[src/hdl/psf_pkg.sv]
// constants and types of the permanent-failure safety block
package psf_pkg;
  typedef logic [7:0]  psf_addr_t;
  typedef logic [31:0] psf_word_t;
  typedef logic [15:0] psf_half_t;

  // time base
  localparam int unsigned CLK_PERIOD_NS = 4;
  localparam int unsigned NS_PER_S      = 1000000000;
  localparam int unsigned TICK_PERIOD_S = 1;
  localparam int unsigned TICK_CYCLES   =
    TICK_PERIOD_S * NS_PER_S / CLK_PERIOD_NS;
  localparam int unsigned TICK_W        = 28;

  // fault indices
  localparam int NFAULT   = 4;
  localparam int F_CHG_OC = 0;
  localparam int F_DSG_OC = 1;
  localparam int F_CHG_OT = 2;
  localparam int F_DSG_OT = 3;

  // confirmation time fields, whole seconds
  localparam int TIME_W = 8;
  localparam logic [TIME_W-1:0] TIME_ZERO = 8'h00;
  localparam logic [TIME_W-1:0] TIME_ONE  = 8'h01;

  // register byte addresses
  localparam psf_addr_t A_CTRL     = 8'h00;
  localparam psf_addr_t A_CHG_OC   = 8'h04;
  localparam psf_addr_t A_DSG_OC   = 8'h08;
  localparam psf_addr_t A_CHG_OT   = 8'h0c;
  localparam psf_addr_t A_DSG_OT   = 8'h10;
  localparam psf_addr_t A_TIMES    = 8'h14;
  localparam psf_addr_t A_PF_CFG   = 8'h18;
  localparam psf_addr_t A_CHG_CUR  = 8'h1c;
  localparam psf_addr_t A_CHG_VOLT = 8'h20;
  localparam psf_addr_t A_ALERT    = 8'h24;
  localparam psf_addr_t A_LATCHED  = 8'h28;
  localparam psf_addr_t A_FUSE     = 8'h2c;
  localparam psf_addr_t A_BSTAT    = 8'h30;
  localparam psf_addr_t A_SNAP0    = 8'h34;
  localparam psf_addr_t A_SNAP1    = 8'h38;

  // field positions
  localparam int CTRL_FET_LSB   = 0;
  localparam int CTRL_CLEAR_BIT = 3;
  localparam int BST_CHG_ALARM  = 0;
  localparam int BST_DSG_ALARM  = 1;
  localparam int BST_DSG        = 2;
  localparam int BST_SNAP_VALID = 3;

  // reset values and fixed words
  localparam logic [2:0]        RST_FET     = 3'h0;
  localparam psf_half_t         RST_LIMIT   = 16'h7fff;
  localparam psf_half_t         RST_REQ     = 16'h0000;
  localparam logic [NFAULT-1:0] RST_CFG     = 4'h0;
  localparam psf_word_t         RST_TIMES   = 32'h0000_0000;
  localparam psf_half_t         FUSE_MAGIC  = 16'h3672;
  localparam psf_half_t         HALF_ZERO   = 16'h0000;
  localparam psf_word_t         WORD_ZERO   = 32'h0000_0000;
endpackage

[src/hdl/psf_fault_timer.sv]
// alert flag, confirmation timer and latch for one fault
`timescale 1ns/1ps
module psf_fault_timer (
  input  wire logic                      pclk,
  input  wire logic                      presetn,
  input  wire logic                      tick,
  input  wire logic                      cond,
  input  wire logic [psf_pkg::TIME_W-1:0] confirm_time,
  input  wire logic                      clear,
  output logic                           alert,
  output logic                           latched
);
  import psf_pkg::*;

  logic [TIME_W-1:0] count_reg;
  logic              enabled;
  logic              expire;

  // zero time switches the whole function off
  assign enabled = (confirm_time != TIME_ZERO);
  assign expire  = enabled && alert && cond && tick &&
                   ((TIME_W)'(count_reg + TIME_ONE) >= confirm_time);

  // alert follows the condition, so a vanished fault drops it
  always_ff @(posedge pclk or negedge presetn) begin
    if (!presetn) begin
      alert <= 1'b0;
    end else if (clear || !enabled || !cond) begin
      alert <= 1'b0;
    end else begin
      alert <= 1'b1;
    end
  end

  // whole seconds counted from the tick; restarts whenever alert drops
  always_ff @(posedge pclk or negedge presetn) begin
    if (!presetn) begin
      count_reg <= TIME_ZERO;
    end else if (!alert || !cond || !enabled) begin
      count_reg <= TIME_ZERO;
    end else if (tick && count_reg != {TIME_W{1'b1}}) begin
      count_reg <= (TIME_W)'(count_reg + TIME_ONE);
    end
  end

  // expiry wins over a clear in the same cycle
  always_ff @(posedge pclk or negedge presetn) begin
    if (!presetn) begin
      latched <= 1'b0;
    end else if (expire) begin
      latched <= 1'b1;
    end else if (clear) begin
      latched <= 1'b0;
    end
  end
endmodule // psf_fault_timer

[src/hdl/psf_safety_top.sv]
// permanent-failure safety block: limits, timers, shutdown and apb
`timescale 1ns/1ps
module psf_safety_top #(
  parameter int unsigned TICK_CYCLES = psf_pkg::TICK_CYCLES
) (
  input  wire logic                 pclk,
  input  wire logic                 presetn,
  input  wire logic                 psel,
  input  wire logic                 penable,
  input  wire logic                 pwrite,
  input  wire psf_pkg::psf_addr_t   paddr,
  input  wire psf_pkg::psf_word_t   pwdata,
  output psf_pkg::psf_word_t        prdata,
  output logic                      pready,
  output logic                      pslverr,
  input  wire psf_pkg::psf_half_t   meas_current,
  input  wire psf_pkg::psf_half_t   meas_temp,
  input  wire logic                 discharging,
  input  wire psf_pkg::psf_half_t   sbs_voltage,
  input  wire psf_pkg::psf_half_t   afe_status,
  output logic                      chg_fet_on,
  output logic                      dsg_fet_on,
  output logic                      pchg_fet_on,
  output logic                      terminate_charge_alarm,
  output logic                      terminate_discharge_alarm,
  output psf_pkg::psf_half_t        charge_current_req,
  output psf_pkg::psf_half_t        charge_voltage_req,
  output logic                      safety_out,
  output logic                      fault_latched
);
  import psf_pkg::*;

  logic [2:0]           fet_req_reg;
  psf_half_t            chg_oc_limit_reg;
  psf_half_t            dsg_oc_limit_reg;
  psf_half_t            charge_temp_limit;
  psf_half_t            discharge_temp_limit;
  psf_word_t            times_reg;
  logic [NFAULT-1:0]    fuse_cfg_reg;
  psf_half_t            chg_cur_reg;
  psf_half_t            chg_volt_reg;
  psf_half_t            fuse_flag_reg;
  logic [NFAULT-1:0]    fault_alert_word;
  logic [NFAULT-1:0]    fault_latched_word;
  logic [NFAULT-1:0]    latched_q;
  logic [NFAULT-1:0]    cond;
  logic [TICK_W-1:0]    tick_cnt_reg;
  logic                 tick;
  logic                 clear_reg;
  logic                 pf_any;
  logic                 pf_q;
  logic                 snap_valid_reg;
  psf_word_t            snap0_reg;
  psf_word_t            snap1_reg;
  psf_word_t            rd_mux;
  logic                 addr_ok;
  logic                 cfg_addr;
  logic                 setup;
  logic                 commit;
  logic                 cfg_we;
  logic signed [16:0]   cur_s;
  logic                 fuse_hit;

  assign pf_any = |fault_latched_word;
  assign setup  = psel && !penable;
  assign commit = psel && penable && pready && pwrite && !pslverr;
  // flash lock checked at commit too, in case a fault latches mid-access
  assign cfg_we = commit && !pf_any;

  // one-second tick; parameter lets a simulation shorten it
  always_ff @(posedge pclk or negedge presetn) begin
    if (!presetn) begin
      tick_cnt_reg <= '0;
    end else if (tick) begin
      tick_cnt_reg <= '0;
    end else begin
      tick_cnt_reg <= (TICK_W)'(tick_cnt_reg + 1'b1);
    end
  end
  assign tick = (tick_cnt_reg == (TICK_W)'(TICK_CYCLES - 1));

  // fault conditions on signed current and unsigned temperature
  assign cur_s = $signed({meas_current[15], meas_current});
  assign cond[F_CHG_OC] = cur_s >= $signed({1'b0, chg_oc_limit_reg});
  assign cond[F_DSG_OC] = cur_s <= -$signed({1'b0, dsg_oc_limit_reg});
  assign cond[F_CHG_OT] = !discharging &&
                          (meas_temp >= charge_temp_limit);
  assign cond[F_DSG_OT] = discharging &&
                          (meas_temp >= discharge_temp_limit);

  // one timer per fault, each with its own alert and latch bit
  for (genvar i = 0; i < NFAULT; i++) begin : g_fault
    psf_fault_timer u_timer (
      .pclk         (pclk),
      .presetn      (presetn),
      .tick         (tick),
      .cond         (cond[i]),
      .confirm_time (times_reg[i*TIME_W +: TIME_W]),
      .clear        (clear_reg),
      .alert        (fault_alert_word[i]),
      .latched      (fault_latched_word[i])
    );
  end

  // apb ready: one wait-free access phase after every setup
  always_ff @(posedge pclk or negedge presetn) begin
    if (!presetn) begin
      pready <= 1'b0;
    end else begin
      pready <= setup && !pready;
    end
  end

  // unmapped address or locked configuration answers with an error
  always_ff @(posedge pclk or negedge presetn) begin
    if (!presetn) begin
      pslverr <= 1'b0;
    end else begin
      pslverr <= setup && (!addr_ok || (pwrite && cfg_addr && pf_any));
    end
  end

  // read data captured in the setup cycle
  always_ff @(posedge pclk or negedge presetn) begin
    if (!presetn) begin
      prdata <= WORD_ZERO;
    end else if (setup && !pwrite && addr_ok) begin
      prdata <= rd_mux;
    end else begin
      prdata <= WORD_ZERO;
    end
  end

  // address decode and read mux
  always_comb begin
    rd_mux   = WORD_ZERO;
    addr_ok  = 1'b1;
    // flash words sit in one contiguous range; holes fail addr_ok anyway
    cfg_addr = (paddr >= A_CHG_OC) && (paddr <= A_PF_CFG);
    unique case (paddr)
      A_CTRL:     rd_mux = {29'h0, fet_req_reg};
      A_CHG_OC:   rd_mux = {16'h0, chg_oc_limit_reg};
      A_DSG_OC:   rd_mux = {16'h0, dsg_oc_limit_reg};
      A_CHG_OT:   rd_mux = {16'h0, charge_temp_limit};
      A_DSG_OT:   rd_mux = {16'h0, discharge_temp_limit};
      A_TIMES:    rd_mux = times_reg;
      A_PF_CFG:   rd_mux = {28'h0, fuse_cfg_reg};
      A_CHG_CUR:  rd_mux = {16'h0, chg_cur_reg};
      A_CHG_VOLT: rd_mux = {16'h0, chg_volt_reg};
      A_ALERT:    rd_mux = {28'h0, fault_alert_word};
      A_LATCHED:  rd_mux = {28'h0, fault_latched_word};
      A_FUSE:     rd_mux = {16'h0, fuse_flag_reg};
      A_BSTAT:    rd_mux = {28'h0, snap_valid_reg, discharging,
                            terminate_discharge_alarm,
                            terminate_charge_alarm};
      A_SNAP0:    rd_mux = snap0_reg;
      A_SNAP1:    rd_mux = snap1_reg;
      default:    addr_ok = 1'b0;
    endcase
  end

  // switch requests and clear command; clear stays usable under failure
  always_ff @(posedge pclk or negedge presetn) begin
    if (!presetn) begin
      fet_req_reg <= RST_FET;
      clear_reg   <= 1'b0;
    end else begin
      clear_reg <= commit && paddr == A_CTRL &&
                   pwdata[CTRL_CLEAR_BIT];
      if (commit && paddr == A_CTRL) begin
        fet_req_reg <= pwdata[CTRL_FET_LSB +: 3];
      end
    end
  end

  // configuration words, frozen while a failure is latched
  always_ff @(posedge pclk or negedge presetn) begin
    if (!presetn) begin
      chg_oc_limit_reg     <= RST_LIMIT;
      dsg_oc_limit_reg     <= RST_LIMIT;
      charge_temp_limit    <= RST_LIMIT;
      discharge_temp_limit <= RST_LIMIT;
      times_reg            <= RST_TIMES;
      fuse_cfg_reg         <= RST_CFG;
    end else if (cfg_we) begin
      unique case (paddr)
        A_CHG_OC: chg_oc_limit_reg     <= pwdata[15:0];
        A_DSG_OC: dsg_oc_limit_reg     <= pwdata[15:0];
        A_CHG_OT: charge_temp_limit    <= pwdata[15:0];
        A_DSG_OT: discharge_temp_limit <= pwdata[15:0];
        A_TIMES:  times_reg            <= pwdata;
        A_PF_CFG: fuse_cfg_reg         <= pwdata[NFAULT-1:0];
        default:  ;
      endcase
    end
  end

  // charge requests are host values, not flash, so writes pass
  always_ff @(posedge pclk or negedge presetn) begin
    if (!presetn) begin
      chg_cur_reg  <= RST_REQ;
      chg_volt_reg <= RST_REQ;
    end else if (commit) begin
      if (paddr == A_CHG_CUR) begin
        chg_cur_reg <= pwdata[15:0];
      end
      if (paddr == A_CHG_VOLT) begin
        chg_volt_reg <= pwdata[15:0];
      end
    end
  end

  // shutdown outputs; a latched failure overrides every request
  always_ff @(posedge pclk or negedge presetn) begin
    if (!presetn) begin
      chg_fet_on                <= 1'b0;
      dsg_fet_on                <= 1'b0;
      pchg_fet_on               <= 1'b0;
      terminate_charge_alarm    <= 1'b0;
      terminate_discharge_alarm <= 1'b0;
      charge_current_req        <= HALF_ZERO;
      charge_voltage_req        <= HALF_ZERO;
      fault_latched             <= 1'b0;
    end else begin
      chg_fet_on  <= fet_req_reg[0] && !pf_any;
      dsg_fet_on  <= fet_req_reg[1] && !pf_any;
      pchg_fet_on <= fet_req_reg[2] && !pf_any;
      terminate_charge_alarm    <= pf_any;
      terminate_discharge_alarm <= pf_any;
      charge_current_req <= pf_any ? HALF_ZERO : chg_cur_reg;
      charge_voltage_req <= pf_any ? HALF_ZERO : chg_volt_reg;
      fault_latched      <= pf_any;
    end
  end

  // edge of each latch, used for fuse and snapshot
  always_ff @(posedge pclk or negedge presetn) begin
    if (!presetn) begin
      latched_q <= '0;
      pf_q      <= 1'b0;
    end else begin
      latched_q <= fault_latched_word;
      pf_q      <= pf_any;
    end
  end

  // fuse: newly latched fault with its fuse enable; set beats clear
  assign fuse_hit = |(fault_latched_word & ~latched_q & fuse_cfg_reg);
  always_ff @(posedge pclk or negedge presetn) begin
    if (!presetn) begin
      fuse_flag_reg <= HALF_ZERO;
      safety_out    <= 1'b0;
    end else if (fuse_hit) begin
      fuse_flag_reg <= FUSE_MAGIC;
      safety_out    <= 1'b1;
    end else if (clear_reg) begin
      fuse_flag_reg <= HALF_ZERO;
      safety_out    <= 1'b0;
    end
  end

  // failure record: snapshot kept across a clear for later analysis
  always_ff @(posedge pclk or negedge presetn) begin
    if (!presetn) begin
      snap_valid_reg <= 1'b0;
      snap0_reg      <= WORD_ZERO;
      snap1_reg      <= WORD_ZERO;
    end else if (pf_any && !pf_q) begin
      snap_valid_reg <= 1'b1;
      snap0_reg      <= {sbs_voltage, meas_current};
      snap1_reg      <= {afe_status, meas_temp};
    end
  end
endmodule // psf_safety_top

[config.mk]
export PLATFORM = sky130hd
export DESIGN_NAME = psf_safety_top
export DESIGN_NICKNAME = d
export VERILOG_FILES = /design/src/hdl/psf_pkg.sv /design/src/hdl/psf_fault_timer.sv /design/src/hdl/psf_safety_top.sv
export SDC_FILE = /design/constraint.sdc
export NUM_CORES = 1
export LEC_CHECK = 0
export BUFFER_PORTS_ARGS = -buffer_cell sky130_fd_sc_hd__buf_2
export CORE_AREA = 2 2 182 220
export DETAILED_ROUTE_END_ITERATION = 10
export DIE_AREA = 0 0 184 222
export GPL_ROUTABILITY_DRIVEN = 0
export PLACE_DENSITY = 0.61
export RECOVER_POWER = 50
export SLEW_MARGIN = 30
export SYNTH_ARGS = -nofsm -noshare
export SYNTH_HDL_FRONTEND = slang
export SYNTH_SLANG_ARGS = --single-unit
[constraint.sdc]
create_clock -name pclk -period 4.3 [get_ports pclk]
set_clock_uncertainty 0.1 [all_clocks]
set_input_delay 0.215 -clock pclk [delete_from_list [all_inputs] [get_ports pclk]]
set_output_delay 0.215 -clock pclk [all_outputs]
set_load 0.05 [all_outputs]
==> results.json, run 1 <==
{
  "worstSetupEndpointType": "register",
  "cts_resized": 0,
  "synth_area_sq_um": 17300,
  "layout-drive-gt1-share": 0.2065,
  "rrSetupSlack_ps": 830,
  "status": "finished with violations",
  "synth-main-ff-cell": "dfrtp_1",
  "power.leakage_nw": 9.948,
  "start_util": 0.4488,
  "overflow": 0,
  "cp-start-kind": "register",
  "vias": 14030,
  "wl_per_cell_microns": 23.06,
  "finalWorstSetupSlack_ps": 825.3,
  "first_pass_iters": 7,
  "insertion_delay_ps": 540,
  "grt_max_degree": 113,
  "min_to": "snap0_reg[15]$_DFFE_PN0P_",
  "drv_cap": 1,
  "finalNonFillerCells": 2414,
  "synth.distinct_cells": 68,
  "n_fill_cell": 3280,
  "die_area_sq_um": 40850,
  "routed_wl_microns": 55660,
  "cts_tree": "yes",
  "synth-seq-cells": 344,
  "final_nets": 2112,
  "synth_nets": 1836,
  "r2r_cells": 12,
  "synth_compound_area_frac": 0.1230,
  "setup_viol": 0,
  "crit_arrival_ps": 3770,
  "hp-start": "meas_current[15]",
  "grt_pass1_vias": 14210,
  "r2r_start": "dsg_oc_limit_reg[2]$_DFFE_PN1P_",
  "area_growth_pct": 21.52,
  "min_period_ps": 3475,
  "cts_root_buf": "clkbuf_16",
  "dp_cells": 2243,
  "max_freq_ghz": 0.2878,
  "cts.htree.levels": 2,
  "clk_path_buf_depth": 3,
  "yosys_warnings": 0,
  "synthArstFlopShare": 1.000,
  "clkSinkCount": 344,
  "io_pins": 183,
  "die_w_microns": 184,
  "cp.required_ps": 4590,
  "grt_use_total": 0.2745,
  "multi_input_area_sq_um": 7948,
  "crit_slowest_cell": "dfstp_2",
  "initialDrtViolationCount": 1234,
  "avgSynthCellArea_sq_um": 10.67,
  "path_max_fanout": 9,
  "yosysSeqAreaShare": 0.5020,
  "final_util": 0.5453,
  "p_switching_mw": 1.628,
  "viasPerCell": 5.812,
  "synth_adder_area_share": 0.07522,
  "pre_cts_ws_ps": 841.4,
  "power.density_nw_per_um2": 341.6,
  "muxShareOfSynthArea": 0.08535,
  "crit_type": "register to register",
  "synth_edf_count": 0,
  "pwr-share-seq": 0.459,
  "cts_made_buffers": 39,
  "synth_top_family_by_area": "simple AND/OR/NAND/NOR gates",
  "r2r-end": "g_fault[1].u_timer.latched$_DFFE_PN0P_",
  "pwr-share-clk": 0.481,
  "combPwrFrac": 0.060,
  "slew_headroom": -0.6839,
  "seq_area_sq_um": 8683,
  "grt_pass1_wl_microns": 85080,
  "dp_hpwl_microns": 40210,
  "fp.dieH_microns": 222,
  "worst_slew_pin_slew_ps": 2526,
  "finalPower_mw": 7.181,
  "p_int_mw": 5.553,
  "port_buffers": 182,
  "setup_tns_ps": 0,
  "synth-simple-area-share": 0.1365,
  "violations": "max-capacitance violations, max-slew violations",
  "synth_xor_area_frac": 0.03747,
  "holdPathStages": 2,
  "peakVddDrop_mv": 0.2747,
  "hold_viol_final": 0,
  "ant_nets": 0,
  "syn_inst": 1622,
  "num_rows": 79,
  "antenna_found_initial": 2,
  "worst_path_largest_cell_delay_ps": 400,
  "finalCritPeriodShare": 0.8081,
  "p_sw_frac": 0.2267,
  "route.detailed.drc": 0,
  "core_area_sq_um": 38550,
  "maxSlewViolCount": 39,
  "hp-class": "primary input to register",
  "crit_chain": "nor3_1, and3_1, nand2_1, or3_1, xnor2_1, ha_1, nand4_1, or2_2, o221a_2, o211ai_1, buf_4, o22ai_1",
  "clkTransAtPathRegs_ps": 60,
  "rsz0062_at_grt": "no"
}
==> cell families after synthesis <==
| kind of cell | Yosys count |
|---|---|
| AND/OR/NAND/NOR | 472 |
| flip-flops | 344 |
| AO/OA/AOI/OAI | 327 |
| buffers and inverters | 169 |
| multiplexers | 132 |
| adder cells (fa/ha/maj) | 104 |
| XOR/XNOR | 74 |
==> power groups by stage <==
stage | registers (mW) | clock network [mW] | logic (mW)
global placement | 3.35 | 0 | 0.344
floorplan | 3.35 | 0 | 0.116
finish | 3.30 | 3.45 | 0.428
CTS | 3.30 | 3.51 | 0.422
detailed placement | 3.35 | 0 | 0.350
global route | 3.30 | 3.65 | 0.462
==> Yosys cell counts (10+ instances only) <==
library cell  instances  area, sq um
nor2_1               96        360.4
nand3_1              39        195.2
nand4_1              21        131.4
and4_1               10        87.58
mux2_2              118         1329
buf_2                28        140.1
and2_1               42        262.8
dfrtp_1             284         7107
o22ai_1              12        75.07
o21ai_0             117        585.6
and3_1               23        143.9
xor2_1               46        402.9
nand2_1             155        581.8
clkbuf_1             39        146.4
ha_1                104         1301
nor3_1               28        140.1
a222oi_1             27        270.3
dfstp_2              60         1577
a22oi_1              26        195.2
xnor2_1              28        245.2
inv_1                92        345.3
nor4_1               15        93.84
a21oi_1              50        250.2
a31oi_1              20        125.1
==> worst max path at each step <==
stage	start	endpoint	slack, ps	cells past startpoint
after global routing	presetn	charge_voltage_req[6]$_DFF_PN0_	520	3
after floorplan	dsg_oc_limit_reg[5]$_DFFE_PN1P_	g_fault[1].u_timer.latched$_DFFE_PN0P_	1160	11
after global placement	dsg_oc_limit_reg[2]$_DFFE_PN1P_	g_fault[1].u_timer.latched$_DFFE_PN0P_	900	12
final	dsg_oc_limit_reg[2]$_DFFE_PN1P_	g_fault[1].u_timer.latched$_DFFE_PN0P_	830	12
after detailed placement	dsg_oc_limit_reg[2]$_DFFE_PN1P_	g_fault[1].u_timer.latched$_DFFE_PN0P_	840	12
after CTS	dsg_oc_limit_reg[2]$_DFFE_PN1P_	g_fault[1].u_timer.latched$_DFFE_PN0P_	820	12
==> worst max-delay path, delay by kind of cell (launching register included) <==
kind,cells,cell delay (ps)
and+or+nand+nor,6,1510
AOI/OAI and AO/OA,3,630
DFF,1,400
adders and majority gates,1,310
buffers and inverters,1,240
xor gates and xnor gates,1,130
==> cell type report <==
| class | instances | share of cell area |
|---|---|---|
| clock inverter | 12 | 0.006726 |
| tap | 486 | 0.02893 |
| clock buffer | 58 | 0.05708 |
| antenna | 1 | 0.0001190 |
| timing repair buffer | 312 | 0.09958 |
| inverter | 92 | 0.01643 |
| sequential | 344 | 0.4131 |
| multi-input combinational | 1109 | 0.3781 |
==> timing repair <==
item                                   in CTS  in global routing
buffers inserted                            0                  0
hold buffers                               99                  0
endpoints found under the hold margin     247                  0
==> metal layers <==
layer	track usage	wire (microns)
met5	0	12
met1	0.3502	22150
met2	0.4419	25830
met3	0.04665	4148
met4	0.1538	3509
==> metrics by stage <==
stage	hold slack (ps)	cell area, sq um
6_report	22.17	21020
4_1_cts	4.448	21110
3_3_place_gp	258.2	18770
3_5_place_dp	257.5	18770
5_1_grt	17.74	21020
2_1_floorplan	-180.6	17300
==> layout by cell type (no fill, tap or decap), drive strengths merged, types with 5 or more instances in the layout <==
master / instances
and4b: 5
dfrtp: 284
dfstp: 60
a31oi: 20
a2111oi: 6
and3: 23
xor2: 46
a22o: 6
nor4: 17
a222oi: 27
a22oi: 26
mux2i: 8
inv: 92
nand4: 21
clkbuf: 132
and2: 42
xnor2: 28
clkinv: 8
buf: 139
a21o: 9
a21oi: 50
o22ai: 12
mux2: 124
ha: 104
nor2: 97
dlygate4sd3: 99
or3: 5
nand3: 39
nor3: 31
nand2: 156
nor2b: 5
a211oi: 9
a221oi: 9
o21ai: 117
and4: 10
a311oi: 8
nand2b: 8
o211ai: 6
Note: power is estimated with default switching activity, not from simulation.
==> inputs of run 2 (changes only) <==
--- a/config.mk
+++ b/config.mk
@@ -10,7 +10,7 @@
 export DETAILED_ROUTE_END_ITERATION = 10
 export DIE_AREA = 0 0 184 222
 export GPL_ROUTABILITY_DRIVEN = 0
-export PLACE_DENSITY = 0.61
+export PLACE_DENSITY = 0.64
 export RECOVER_POWER = 50
 export SLEW_MARGIN = 30
 export SYNTH_ARGS = -nofsm -noshare
==> constraint.sdc (replaced) <==
create_clock -name pclk -period 3 [get_ports pclk]
set_clock_uncertainty 0.1 [all_clocks]
set_input_delay 0.15 -clock pclk [delete_from_list [all_inputs] [get_ports pclk]]
set_output_delay 0.15 -clock pclk [all_outputs]
set_load 0.05 [all_outputs]
==> results.json, run 2 (same netlist as run 1, synthesis figures left out) <==
{
  "violations": "max-capacitance violations, max-slew violations, negative setup slack",
  "seq_area_sq_um": 8683,
  "crit_chain": "nor3_4, buf_4, nand2_4, nor4_2, xor2_1, ha_1, nand4_1, inv_2, a2111oi_4, o221a_4, o211ai_1, buf_4, clkbuf_16, a311oi_2",
  "finalNonFillerCells": 2451,
  "r2r_start": "dsg_oc_limit_reg[2]$_DFFE_PN1P_",
  "setup_tns_ps": -739.1,
  "die_area_sq_um": 40850,
  "path_depth": 14,
  "first_pass_iters": 7,
  "pwr-share-clk": 0.469,
  "critical_path_buf_inv_count": 4,
  "clk_path_buf_depth": 3,
  "cts.htree.levels": 2,
  "insertion_delay_ps": 550,
  "maxSlewViolCount": 59,
  "crit_path_start": "dsg_oc_limit_reg[2]$_DFFE_PN1P_",
  "finalCritPeriodShare": 1.034,
  "p_sw_frac": 0.2302,
  "vias": 14450,
  "crit_slowest_cell": "dfstp_2",
  "num_rows": 79,
  "rrSetupSlack_ps": -100,
  "grt_max_degree": 87,
  "worst_slew_pin_slew_ps": 1549,
  "grt_use_total": 0.2778,
  "port_buffers": 182,
  "slew_headroom": -0.03291,
  "min_period_ps": 3101,
  "path_max_fanout": 5,
  "antenna_cells": 0,
  "power.leakage_nw": 10.45,
  "die_w_microns": 184,
  "drv_cap": 1,
  "cp.required_ps": 3340,
  "finalWorstSetupSlack_ps": -101.2,
  "pre_cts_ws_ps": -223.0,
  "worst_path_largest_cell_delay_ps": 380,
  "final_area_sq_um": 21580,
  "rsz0062_at_grt": "yes",
  "final_common_cell": "dfrtp_1",
  "setup_viol": 9,
  "dp_hpwl_microns": 40400,
  "cp-start-kind": "register",
  "hold_viol_final": 0,
  "r2r-end": "g_fault[1].u_timer.count_reg[4]$_DFFE_PN0P_",
  "max_freq_ghz": 0.3225,
  "route.detailed.drc": 0,
  "peakVddDrop_mv": 0.4299,
  "clkTransAtPathRegs_ps": 60,
  "core_area_sq_um": 38550,
  "combPwrFrac": 0.063,
  "grt_pass1_vias": 14750,
  "overflow": 0,
  "worstSetupEndpointType": "register",
  "io_pins": 183,
  "initialDrtViolationCount": 1459,
  "cts_root_buf": "clkbuf_16",
  "multi_input_area_sq_um": 8158,
  "power.density_nw_per_um2": 467.3,
  "status": "finished with violations",
  "viasPerCell": 5.894,
  "cts_tree": "yes",
  "layout-drive-gt1-share": 0.2728,
  "pwr-share-seq": 0.468,
  "antenna_found_initial": 0,
  "clkSinkCount": 344,
  "p_switching_mw": 2.322,
  "worst_path_most_repeated_cell": "buf_4",
  "wl_per_cell_microns": 23.04,
  "n_fill_cell": 3288,
  "dpl_cell_area_sq_um": 19100,
  "fp.dieH_microns": 222,
  "start_util": 0.4488,
  "grt_pass1_wl_microns": 86370,
  "final_cell_mix": "dfrtp_1, buf_2, nand2_1",
  "cts_made_buffers": 37,
  "dp_cells": 2276,
  "p_int_mw": 7.765,
  "routed_wl_microns": 56480,
  "ant_nets": 0,
  "r2r_cells": 14,
  "final_nets": 2153,
  "area_growth_pct": 24.77,
  "critPathCapture": "g_fault[1].u_timer.count_reg[4]$_DFFE_PN0P_",
  "crit_type": "register to register",
  "crit_arrival_ps": 3440,
  "final_util": 0.5599,
  "cp_top_family": "compound AO/OA/AOI/OAI gates",
  "hp-class": "primary input to register"
}
[run 2: timing repair]
action / in CTS / in global routing
gates resized for setup: 2 / 44
endpoints found under the hold margin: 464 / 0
hold buffers: 101 / 0
pin swaps: 1 / 26
cloned: 0 / 1
setup buffers: 1 / 7
endpoints found under the setup margin: 9 / 10
[run 2: layout make-up]
type,count,area share
clock buffer,56,0.05327
clock inverter,9,0.004869
inverter,92,0.01600
multi-input combinational,1109,0.3779
sequential,344,0.4023
tap,486,0.02817
timing repair buffer,355,0.1174
[run 2: power groups by stage]
| stage | combinational, mW | clock (mW) | sequential, mW |
|---|---|---|---|
| global route | 0.682 | 4.98 | 4.73 |
| finish | 0.636 | 4.73 | 4.72 |
| floorplan | 0.167 | 0 | 4.80 |
| CTS | 0.619 | 4.81 | 4.72 |
| global placement | 0.506 | 0 | 4.80 |
| detailed placement | 0.514 | 0 | 4.80 |
[run 2: worst min-delay path: cells and delay by family]
family                 cells  cell delay (ps)
AND/OR/NAND/NOR            2              200
buffers and inverters      1              190
AO/OA/AOI/OAI              1              130
[run 2: per-layer routing]
layer  GRT usage  part of all wire  vias to the layer above
li1            -                 -                     6439
met1      0.3462              0.39                     7117
met2      0.4486              0.47                      697
met3     0.04747             0.078                      194
met4      0.1724             0.067                        0
met5           0                 0                        -
[run 2: worst min path at each step]
stage | startpoint | to | cells after the start
after floorplan | presetn | charge_current_req[0]$_DFF_PN0_ | 0
after global placement | presetn | charge_current_req[13]$_DFF_PN0_ | 1
after detailed placement | presetn | charge_current_req[13]$_DFF_PN0_ | 1
after CTS | presetn | charge_current_req[13]$_DFF_PN0_ | 2
after global routing | paddr[7] | prdata[0]$_DFF_PN0_ | 4
final | paddr[6] | prdata[0]$_DFF_PN0_ | 4
[run 2: stage by stage]
stage | power, mW | hold WS (ps)
final | 10.09 | 122.6
after global routing | 10.38 | 124.1
after CTS | 10.15 | 58.56
after detailed placement | 5.318 | 21.38
after global placement | 5.307 | 20.56
after floorplan | 4.965 | -245.6
